## config.mk

```make
export PLATFORM = sky130hd
export DESIGN_NAME = pmc_ctrl
export DESIGN_NICKNAME = d
export VERILOG_FILES = /design/src/core/pmc_pkg.sv /design/src/core/pmc_bclk_div.sv /design/src/core/pmc_ctrl.sv
export SDC_FILE = /design/constraint.sdc
export NUM_CORES = 1
export LEC_CHECK = 0
export ABC_AREA = 1
export BUFFER_PORTS_ARGS = -buffer_cell sky130_fd_sc_hd__clkbuf_2
export CORE_MARGIN = 5
export CORE_UTILIZATION = 44
export DETAILED_ROUTE_END_ITERATION = 16
export PLACE_DENSITY_LB_ADDON = 0.05
export SLEW_MARGIN = 20
export SYNTH_ARGS = -nofsm -noshare
export SYNTH_HDL_FRONTEND = slang
export SYNTH_HIERARCHICAL = 1
export SYNTH_SLANG_ARGS = --single-unit
```

## constraint.sdc

```tcl
create_clock -name pclk -period 1.65 [get_ports pclk]
set_input_delay 0.165 -clock pclk [delete_from_list [all_inputs] [get_ports pclk]]
set_output_delay 0.165 -clock pclk [all_outputs]
set_load 0.03 [all_outputs]
```

## src/core/pmc_pkg.sv

```systemverilog
package pmc_pkg;

    // register byte offsets on the apb slave
    localparam logic [7:0] OFS_CLKCTL0 = 8'h00;
    localparam logic [7:0] OFS_CLKCTL1 = 8'h04;
    localparam logic [7:0] OFS_PROTECT = 8'h08;
    localparam logic [7:0] OFS_STATUS  = 8'h0C;

    // clock control 0 fields
    localparam int B0_WPCS   = 2;
    localparam int B0_MOSC   = 5;
    localparam int B0_DIV0   = 6;
    localparam int B0_SYSSEL = 7;
    // clock control 1 fields
    localparam int B1_ACS    = 0;
    localparam int B1_DIVLO  = 6;
    localparam int B1_DIVHI  = 7;
    // protect register field
    localparam int BP_WEN    = 0;

    // reset values: main clock divided by eight
    localparam logic [7:0] CLKCTL0_RST = 8'h40;
    localparam logic [7:0] CLKCTL1_RST = 8'h00;

    // divider shift codes (ratio = 2 ** code)
    localparam logic [2:0] SH_DIV1  = 3'h0;
    localparam logic [2:0] SH_DIV2  = 3'h1;
    localparam logic [2:0] SH_DIV4  = 3'h2;
    localparam logic [2:0] SH_DIV8  = 3'h3;
    localparam logic [2:0] SH_DIV16 = 3'h4;

    // interrupt information fetch address
    localparam logic [19:0] INT_INFO_ADDR = 20'h0_0000;
    // software interrupt numbers that keep the stack select flag
    localparam logic [5:0] SWI_LO = 6'h20;
    localparam logic [5:0] SWI_HI = 6'h3F;

    // oscillator start-up wait after stop mode
    localparam int OSC_STAB_NS = 1000;
    localparam int CLK_MHZ     = 125;
    localparam int OSC_STAB_CYC = (OSC_STAB_NS * CLK_MHZ + 999) / 1000;

    typedef enum logic [3:0] {
        s_run,
        s_wait,
        s_stop,
        s_osc,
        s_fetch,
        s_clr,
        s_save,
        s_flags,
        s_pushf,
        s_pushpc,
        s_ipl
    } pmc_state_t;

endpackage

```

## src/core/pmc_bclk_div.sv

```systemverilog
`timescale 1ns/1ps
module pmc_bclk_div
    import pmc_pkg::*;
#(
    parameter int CW = 4
)(
    input  wire logic          pclk,
    input  wire logic          presetn,
    input  wire logic          run,
    input  wire logic [2:0]    shift,
    output logic               tick_r
);
    logic [CW-1:0] cnt_r;
    logic [CW:0]   span;
    logic [CW-1:0] limit;

    if (CW < 4)
    begin : g_chk
        $error("pmc_bclk_div: CW must cover divide by 16");
    end

    // shift beyond the widest ratio is clamped to divide by 16
    always_comb
    begin
        span  = (CW+1)'(1) << ((shift > SH_DIV16) ? SH_DIV16 : shift);
        limit = CW'(span - (CW+1)'(1));
    end

    always_ff @(posedge pclk or negedge presetn)
    begin
        if (!presetn)
        begin
            cnt_r  <= '0;
            tick_r <= 1'b0;
        end
        else if (!run)
        begin
            cnt_r  <= '0;
            tick_r <= 1'b0;
        end
        else if (cnt_r >= limit)
        begin
            cnt_r  <= '0;
            tick_r <= 1'b1;
        end
        else
        begin
            cnt_r  <= cnt_r + CW'(1);
            tick_r <= 1'b0;
        end
    end
endmodule // pmc_bclk_div

```

## src/core/pmc_ctrl.sv

```systemverilog
// Summary of operation
// - high speed: bus clock is main divided 1
// - medium speed: main divided 2, 4, 8, 16
// - low speed: sub clock drives bus, main runs
// - low power: main stopped, sub peripherals only
// - wait: cpu halted, oscillators keep running
// - stop: oscillators, cpu, peripherals all stopped
// - reset or enabled interrupt ends stop mode
// - reset and main-clock stop set divide bit
// - wait wake restores previous bus clock immediately
// - stop from main clock restarts divided by 8
// - stop from sub clock keeps all select bits
// - adc wakes wait only, one-shot, peripherals on
// - serial wakes stop, and wait with peripherals off, only with external clock
// - timer wakes stop in event mode only
// - usb stop wake: resume in suspend, vbus
// - stop interrupt clears stop bit, restarts oscillators
// - entry fetches info, then clears request bit
// - save flags, clear, push flags, pc, ipl
//
// Design decisions made here: the APB interface to the registers and the address map.
`timescale 1ns/1ps
module pmc_ctrl
    import pmc_pkg::*;
#(
    parameter int OSC_N = OSC_STAB_CYC
)(
    input  wire logic        pclk,
    input  wire logic        presetn,
    input  wire logic        psel,
    input  wire logic        penable,
    input  wire logic        pwrite,
    input  wire logic [7:0]  paddr,
    input  wire logic [31:0] pwdata,
    output logic [31:0]      prdata,
    output logic             pready,
    output logic             pslverr,
    input  wire logic        wait_req,
    input  wire logic        sub_osc_in,
    input  wire logic        irq_key,
    input  wire logic        irq_adc,
    input  wire logic        irq_serial,
    input  wire logic        irq_timer,
    input  wire logic        irq_usb_resume,
    input  wire logic        irq_usb_vbus,
    input  wire logic        irq_usb_other,
    input  wire logic        irq_ext,
    input  wire logic        irq_nmi,
    input  wire logic        adc_one_shot,
    input  wire logic        serial_ext_clk,
    input  wire logic        timer_event_cnt,
    input  wire logic        timer_src_subclock_div32,
    input  wire logic        usb_suspended,
    input  wire logic [5:0]  int_info_num,
    input  wire logic [2:0]  int_info_lvl,
    output logic             bclk_tick,
    output logic             cpu_run_r,
    output logic             main_osc_en_r,
    output logic             sub_osc_en_r,
    output logic             periph_clk_en_r,
    output logic             subclk_periph_en_r,
    output logic             info_rd_r,
    output logic [19:0]      info_addr,
    output logic             req_clr_r,
    output logic             flg_save_r,
    output logic             flg_clr_r,
    output logic             u_keep_r,
    output logic             push_flg_r,
    output logic             push_pc_r,
    output logic             ipl_load_r,
    output logic [2:0]       ipl_val_r
);
    localparam int OSC_MAX = OSC_N + 2;

    if (OSC_N < 1 || OSC_N > 998)
    begin : g_chk
        $error("pmc_ctrl: OSC_N out of range");
    end

    pmc_state_t  st_r, st_nxt;
    logic [7:0]  ctl0_r, ctl1_r;
    logic        wen_r;
    logic [9:0]  osc_cnt_r;
    logic [5:0]  num_r;
    logic [2:0]  lvl_r;
    logic [31:0] prdata_r;
    logic        sub_s1_r, sub_s2_r, sub_s3_r;
    logic        wr, rd_setup, map_hit;
    logic        wpcs, mosc, div0, syssel, acs, divlo, divhi;
    logic        wake_wait, wake_stop, sub_tick, div_tick;
    logic [2:0]  shift;

    assign wpcs   = ctl0_r[B0_WPCS];
    assign mosc   = ctl0_r[B0_MOSC];
    assign div0   = ctl0_r[B0_DIV0];
    assign syssel = ctl0_r[B0_SYSSEL];
    assign acs    = ctl1_r[B1_ACS];
    assign divlo  = ctl1_r[B1_DIVLO];
    assign divhi  = ctl1_r[B1_DIVHI];

    // apb slave: zero wait states, read data sampled in setup phase
    assign wr       = psel && penable && pwrite;
    assign rd_setup = psel && !penable && !pwrite;
    assign map_hit  = (paddr == OFS_CLKCTL0) || (paddr == OFS_CLKCTL1)
                   || (paddr == OFS_PROTECT) || (paddr == OFS_STATUS);
    assign pready   = psel && penable;
    assign pslverr  = psel && penable && !map_hit;
    assign prdata   = prdata_r;

    always_ff @(posedge pclk or negedge presetn)
    begin
        if (!presetn)
            prdata_r <= '0;
        else if (rd_setup)
        begin
            case (paddr)
                OFS_CLKCTL0: prdata_r <= {24'h00_0000, ctl0_r};
                OFS_CLKCTL1: prdata_r <= {24'h00_0000, ctl1_r};
                OFS_PROTECT: prdata_r <= {31'h0000_0000, wen_r};
                OFS_STATUS:  prdata_r <= {22'h00_0000, lvl_r,
                                 st_r == s_stop, st_r == s_wait,
                                 sub_osc_en_r, main_osc_en_r,
                                 periph_clk_en_r, cpu_run_r, 1'b0};
                default:     prdata_r <= '0;
            endcase
        end
    end

    always_ff @(posedge pclk or negedge presetn)
    begin
        if (!presetn)
            wen_r <= 1'b0;
        else if (wr && paddr == OFS_PROTECT)
            wen_r <= pwdata[BP_WEN];
    end

    // clock control 0; the stop-entry divide bit wins over a write
    always_ff @(posedge pclk or negedge presetn)
    begin
        if (!presetn)
            ctl0_r <= CLKCTL0_RST;
        else if (st_r == s_run && acs && !syssel)
            ctl0_r[B0_DIV0] <= 1'b1;
        else if (wr && wen_r && paddr == OFS_CLKCTL0)
            ctl0_r <= pwdata[7:0];
    end

    // clock control 1; the stop bit is cleared by a wake interrupt
    always_ff @(posedge pclk or negedge presetn)
    begin
        if (!presetn)
            ctl1_r <= CLKCTL1_RST;
        else if (st_r == s_stop && wake_stop)
            ctl1_r[B1_ACS] <= 1'b0;
        else if (wr && wen_r && paddr == OFS_CLKCTL1)
            ctl1_r <= pwdata[7:0];
    end

    // wake qualification per low-power mode
    always_comb
    begin
        wake_wait = irq_key || irq_ext || irq_nmi
                 || irq_usb_resume || irq_usb_vbus || irq_usb_other;
        if (!wpcs)
            wake_wait = wake_wait || irq_serial || irq_timer
                     || (irq_adc && adc_one_shot);
        else
            wake_wait = wake_wait
                     || (irq_serial && serial_ext_clk)
                     || (irq_timer && (timer_event_cnt
                         || timer_src_subclock_div32));
        wake_stop = irq_key || irq_ext || irq_nmi || irq_usb_vbus
                 || (irq_usb_resume && usb_suspended)
                 || (irq_serial && serial_ext_clk)
                 || (irq_timer && timer_event_cnt);
    end

    always_comb
    begin
        st_nxt = st_r;
        case (st_r)
            s_run:
                if (acs)
                    st_nxt = s_stop;
                else if (wait_req)
                    st_nxt = s_wait;
            s_wait:
                if (wake_wait)
                    st_nxt = s_fetch;
            s_stop:
                if (wake_stop)
                    st_nxt = s_osc;
            s_osc:
                if (osc_cnt_r == 10'(OSC_N))
                    st_nxt = s_fetch;
            s_fetch:  st_nxt = s_clr;
            s_clr:    st_nxt = s_save;
            s_save:   st_nxt = s_flags;
            s_flags:  st_nxt = s_pushf;
            s_pushf:  st_nxt = s_pushpc;
            s_pushpc: st_nxt = s_ipl;
            s_ipl:    st_nxt = s_run;
            default:  st_nxt = s_run;
        endcase
    end

    always_ff @(posedge pclk or negedge presetn)
    begin
        if (!presetn)
            st_r <= s_run;
        else
            st_r <= st_nxt;
    end

    // oscillator start-up count; runs only after a stop wake
    always_ff @(posedge pclk or negedge presetn)
    begin
        if (!presetn)
            osc_cnt_r <= '0;
        else if (st_r == s_osc)
            osc_cnt_r <= osc_cnt_r + 10'h001;
        else
            osc_cnt_r <= '0;
    end

    // accepted interrupt captured from the information read
    always_ff @(posedge pclk or negedge presetn)
    begin
        if (!presetn)
        begin
            num_r <= '0;
            lvl_r <= '0;
        end
        else if (st_r == s_fetch)
        begin
            num_r <= int_info_num;
            lvl_r <= int_info_lvl;
        end
    end

    // interrupt entry strobes, one cycle each, in fixed order
    always_ff @(posedge pclk or negedge presetn)
    begin
        if (!presetn)
        begin
            info_rd_r  <= 1'b0;
            req_clr_r  <= 1'b0;
            flg_save_r <= 1'b0;
            flg_clr_r  <= 1'b0;
            u_keep_r   <= 1'b0;
            push_flg_r <= 1'b0;
            push_pc_r  <= 1'b0;
            ipl_load_r <= 1'b0;
            ipl_val_r  <= '0;
        end
        else
        begin
            info_rd_r  <= st_nxt == s_fetch;
            req_clr_r  <= st_nxt == s_clr;
            flg_save_r <= st_nxt == s_save;
            flg_clr_r  <= st_nxt == s_flags;
            u_keep_r   <= st_nxt == s_flags && num_r >= SWI_LO
                       && num_r <= SWI_HI;
            push_flg_r <= st_nxt == s_pushf;
            push_pc_r  <= st_nxt == s_pushpc;
            ipl_load_r <= st_nxt == s_ipl;
            if (st_nxt == s_ipl)
                ipl_val_r <= lvl_r;
        end
    end

    assign info_addr = INT_INFO_ADDR;

    // clock gating outputs follow the state
    always_ff @(posedge pclk or negedge presetn)
    begin
        if (!presetn)
        begin
            cpu_run_r          <= 1'b1;
            main_osc_en_r      <= 1'b1;
            sub_osc_en_r       <= 1'b1;
            periph_clk_en_r    <= 1'b1;
            subclk_periph_en_r <= 1'b1;
        end
        else
        begin
            cpu_run_r <= st_nxt != s_wait && st_nxt != s_stop
                      && st_nxt != s_osc;
            main_osc_en_r <= st_nxt != s_stop
                          && !(syssel && mosc);
            sub_osc_en_r <= st_nxt != s_stop;
            periph_clk_en_r <= (st_nxt == s_run
                             || (st_nxt == s_wait && !wpcs)
                             || (st_nxt != s_stop && st_nxt != s_osc
                                 && st_nxt != s_wait))
                            && !(syssel && mosc);
            subclk_periph_en_r <= st_nxt != s_stop;
        end
    end

    // sub oscillator pin: two-stage synchroniser, then edge detect
    always_ff @(posedge pclk or negedge presetn)
    begin
        if (!presetn)
        begin
            sub_s1_r <= 1'b0;
            sub_s2_r <= 1'b0;
            sub_s3_r <= 1'b0;
        end
        else
        begin
            sub_s1_r <= sub_osc_in;
            sub_s2_r <= sub_s1_r;
            sub_s3_r <= sub_s2_r;
        end
    end

    assign sub_tick = sub_s2_r && !sub_s3_r;

    always_comb
    begin
        if (div0)
            shift = SH_DIV8;
        else
        begin
            case ({divhi, divlo})
                2'b00:   shift = SH_DIV1;
                2'b01:   shift = SH_DIV2;
                2'b10:   shift = SH_DIV4;
                default: shift = SH_DIV16;
            endcase
        end
    end

    pmc_bclk_div #(
        .CW      (4)
    ) u_div (
        .pclk    (pclk),
        .presetn (presetn),
        .run     (main_osc_en_r && !syssel),
        .shift   (shift),
        .tick_r  (div_tick)
    );

    // bus clock runs in wait too; wait wake needs no restart
    assign bclk_tick = (st_r != s_stop && st_r != s_osc)
                    && (syssel ? sub_tick : div_tick);

    a_stop_div8: assert property (@(posedge pclk)
        disable iff (!presetn)
        (st_r == s_run && acs && !syssel) |=> div0 && st_r == s_stop
        ) else $error("stop from main clock did not force div by 8");

    a_stop_keep_sub: assert property (@(posedge pclk)
        disable iff (!presetn)
        (st_r == s_run && acs && syssel && !wr) |=>
        $stable({div0, divlo, divhi, syssel})
        ) else $error("stop from sub clock changed select bits");

    a_stop_all_off: assert property (@(posedge pclk)
        disable iff (!presetn)
        (st_r == s_stop) [*2] |-> !main_osc_en_r && !sub_osc_en_r
        && !cpu_run_r && !periph_clk_en_r
        ) else $error("clock left running in stop");

    a_wait_osc_on: assert property (@(posedge pclk)
        disable iff (!presetn)
        (st_r == s_wait) [*2] |-> sub_osc_en_r && !cpu_run_r
        ) else $error("wait mode oscillator or cpu wrong");

    a_stop_wake_clr: assert property (@(posedge pclk)
        disable iff (!presetn)
        (st_r == s_stop && wake_stop) |=> !acs ##[1:OSC_MAX]
        (st_r == s_fetch)
        ) else $error("stop wake did not restart in time");

    // antecedent names the raw requests so a wrong wake_stop still fires
    a_adc_no_stop: assert property (@(posedge pclk)
        disable iff (!presetn)
        (st_r == s_stop && irq_adc && !irq_key && !irq_ext && !irq_nmi
        && !irq_usb_vbus && !irq_usb_resume && !irq_serial && !irq_timer)
        |=> st_r == s_stop
        ) else $error("adc interrupt ended stop mode");

    a_wait_wake: assert property (@(posedge pclk)
        disable iff (!presetn)
        (st_r == s_wait && wake_wait) |=> st_r == s_fetch && info_rd_r
        && $stable(ctl0_r)
        ) else $error("wait wake did not enter interrupt");

    a_entry_order: assert property (@(posedge pclk)
        disable iff (!presetn)
        info_rd_r |=> req_clr_r ##1 flg_save_r ##1 flg_clr_r
        ##1 push_flg_r ##1 push_pc_r ##1 (ipl_load_r
        && ipl_val_r == lvl_r)
        ) else $error("interrupt entry steps out of order");

    a_lp_main_off: assert property (@(posedge pclk)
        disable iff (!presetn)
        (syssel && mosc) [*2] |-> !main_osc_en_r && !periph_clk_en_r
        ) else $error("low power mode left main clock on");

endmodule // pmc_ctrl

```

==> results by group <==
Detailed routing
  • Routed WL: 7844 µm
  • Wirelength per Cell: 11.85 µm
  • Pre-Repair DR Iteration Count: 5
  • Detail Route Antenna Nets: 0
  • First DRT Iteration DRCs: 74
  • Via count: 2967
  • Via-per-instance ratio: 4.482
  • Post-route DRC: 0

Setup path
  • CP max stage delay: 0.39 ns
  • Crit start category: flop
  • CP Cell Sequence: inv_1 -> nor3_2 -> nor2_1 -> ha_1 -> nand2_1 -> nand2_1 -> nand2_1 -> nand3_2 -> nand2_1 -> inv_1
  • WS Path Type: reg -> reg
  • CP arrival: 1.84 ns
  • Worst reg-to-reg setup slack: 0.04 ns
  • Slowest-stage cell, CP: dfrtp_1
  • RR Startpoint: ctl1_r[7]$_DFFE_PN0P_
  • CP top delay family: simple AND/OR/NAND/NOR gates
  • Required @ worst endpoint: 1.88 ns
  • Worst Setup End Kind: flop
  • FF-to-FF path depth: 10
  • Cell mode on critical path: nand2_1
  • Buf/Inv on CP: 2
  • CP Max Fanout: 5
  • Reg2Reg Capture Point: u_div/tick_r$_DFF_PN0_

Finish
  • Filler cells: 823
  • Non-Filler Instances: 662
  • Layout area overhead: 20.66%
  • Fin area: 4355 µm²
  • # diodes: 0
  • Share of layout cells above drive strength 1: 24.60%
  • Nets: 629

Synth
  • Async SR Flop Fraction: 100.0%
  • Synth cell types: 34
  • Cell taking the most area after synthesis: dfrtp_1
  • Synth warn: 6
  • Post-synth top area share: 43.67%
  • Post-synthesis sequential area ratio: 47.31%
  • Synth Cell Area: 3610 µm²
  • Primary FF master, synth: dfrtp_1
  • EDFF count, synth: 0
  • Synth Instances: 455
  • Flop and latch count out of synthesis: 68
  • Largest cells by area after synthesis: dfrtp_1, nand2_1, buf_4, inv_1, nor2_1
  • Syn_area_per_cell: 7.933 µm²

Clock network
  • Clk sink count: 68
  • CTS tree: built
  • H-tree Lvls: 3
  • Clk slew on worst S/H paths: 0.08 ns
  • Root Buffer: clkbuf_8
  • Worst-skew pair later-pin latency: 0.34 ns
  • Max Root-Sink Buffers: 2
  • CTS Buf Count: 9

Hold path
  • Hold/Removal Path Class: in -> reg
  • Depth of the worst hold-timing path: 3
  • Hold EP: num_r[5]$_DFFE_PN0P_
  • HP Start: int_info_num[5]

Floorplan
  • Std-Cell Rows: 33
  • Die Ht: 100.6 µm
  • Core area: 8093 µm²
  • I/O pins: 141
  • Initial Util: 44.60%
  • Die ar.: 10120 µm²
  • DIE WIDTH: 100.6 µm

Timing
  • Fmax achieved: 622.2 MHz
  • Min Tclk post-route: 1.607 ns
  • Final Hold Vio Count: 0
  • RSZ-0062 raised after global routing: yes
  • Slew Viols, Final: 0
  • Final setup vio count: 0
  • Min Hold Slack: 0.03183 ns
  • Tcrit/Tclk final: 97.40%
  • Setup Skew: 0.009771 ns

Placement
  • Input/output buffers: 69
  • Half-perimeter wire length after placement: 5946 µm
  • Cells after DPL: 642
  • Placed Instance Area: 4045 µm²
  • GPL Wtd Cong: 0.8152

Power
  • Maximum vdd drop: 0.5084 mV
  • Power Density: 1229 nW/µm²
  • P_leak: 2.424 nW

Global routing
  • Initial antenna violation count: 0
  • Largest net degree at the start of global routing: 69
  • Total track usage: 16.23%
  • Global-route wire length before repair: 13070 µm
  • Total grt overflow: 0
  • Number of global-route vias before repair: 2815

Flow run
  • Maxcap violations: 0

Status
  • Status: finished clean
[report_power, final]
group	leakage, nW	switching (mW)	internal [mW]
registers	0.863	0.162	1.91
clock network	0.102	0.677	0.858
logic	1.46	1.17	0.576
[state kept, by name, summed over array words and instances (netlist names), 3 cells and up]
signal,flops
ctl0_r,8
prdata,10
osc_cnt_r,10
ipl_val_r,3
st_r,4
ctl1_r,8
lvl_r,3
u_div/cnt_r,4
[synth_stat cells, drive strengths merged, types with 2 or more instances]
| cell type | count |
|---|---|
| nor4 | 5 |
| o31ai | 2 |
| buf | 46 |
| a21oi | 12 |
| xor2 | 2 |
| inv | 57 |
| nor2 | 48 |
| nand3 | 24 |
| clkbuf | 2 |
| nor3 | 7 |
| nand4 | 3 |
| o21ai | 25 |
| nand2 | 138 |
| ha | 7 |
| dfstp | 5 |
| dfrtp | 63 |
[worst max path at each step]
stage | startpoint | endpoint | slack [ns] | cells after the start
2_1_floorplan | st_r[3]$_DFF_PN0_ | main_osc_en_r$_DFF_PN1_ | 0.11 | 9
4_1_cts | ctl0_r[6]$_DFFE_PN1P_ | u_div/tick_r$_DFF_PN0_ | 0.009 | 10
3_3_place_gp | st_r[2]$_DFF_PN0_ | ctl0_r[3]$_DFFE_PN0P_ | 0.02 | 9
3_5_place_dp | ctl1_r[6]$_DFFE_PN0P_ | u_div/tick_r$_DFF_PN0_ | -0.02 | 8
6_report | ctl1_r[7]$_DFFE_PN0P_ | u_div/tick_r$_DFF_PN0_ | 0.04 | 10
5_1_grt | ctl1_r[7]$_DFFE_PN0P_ | u_div/tick_r$_DFF_PN0_ | -0.09 | 10
[tightest hold or removal path: stages]
cell and delay, ns:
clkbuf_2 0.08, nand2_1 0.04, nand2_1 0.05
[what timing repair did]
action	in CTS	in global routing
setup buffers	0	2
gates cloned	0	0
setup endpoints to repair	2	17
endpoints found under the hold margin	64	0
hold buffers	2	0
pin swaps	1	7
resized for setup	4	18
[layout make-up]
class | count | area [µm²] | share of cell area (%)
clock inverter | 7 | 100.1 | 2.298
inverter | 58 | 217.7 | 4.999
multi-input combinational | 322 | 1526 | 35.05
sequential | 68 | 1710 | 39.27
timing repair buffer | 93 | 545.5 | 12.53
clock buffer | 9 | 123.9 | 2.844
tap | 105 | 131.4 | 3.016
[cells in the final DEF, fill, tap and decap left out, drive strengths merged, types with 3 or more instances in the layout]
cell type / netlist / layout
o21ai: 25 / 25
ha: 7 / 7
nand3: 24 / 24
clkinvlp: 0 / 3
nand4: 3 / 3
a21oi: 12 / 12
inv: 57 / 58
clkbuf: 2 / 77
nand2: 138 / 138
buf: 46 / 23
nor2: 48 / 48
dfrtp: 63 / 63
nor3: 7 / 7
conb: 1 / 42
dfstp: 5 / 5
nor4: 5 / 5
[cell families after synthesis]
kind of cell,after synthesis,synth area share (%)
flops,68,47.31
compound gates,44,6.933
other cells,1,0.1039
fa+ha+maj,7,2.426
xor+xnor,2,0.4854
buf+inv,106,15.94
simple gates,227,26.79
[layer usage]
metal  vias to the layer above  share of wire (%)  global-route usage (%)
met5                         -                  0                       0
met4                         0               0.73                   5.907
met3                         4                5.6                   3.529
met2                        71                 46                   24.41
met1                      1359                 47                   23.00
li1                       1533                  -                       -
[through the flow]
stage,TNS (ns),utilization (%),setup WS (ns),total power [mW]
after global routing,-0.2862,53.82,-0.08902,5.742
after detailed placement,-0.02180,49.98,-0.02180,3.760
final,0,53.82,0.04292,5.354
after global placement,0,49.98,0.02215,3.741
after CTS,0,53.09,0.009246,5.325
after floorplan,0,-,0.1144,3.247
No activity file was read; power rests on OpenSTA's default activity.
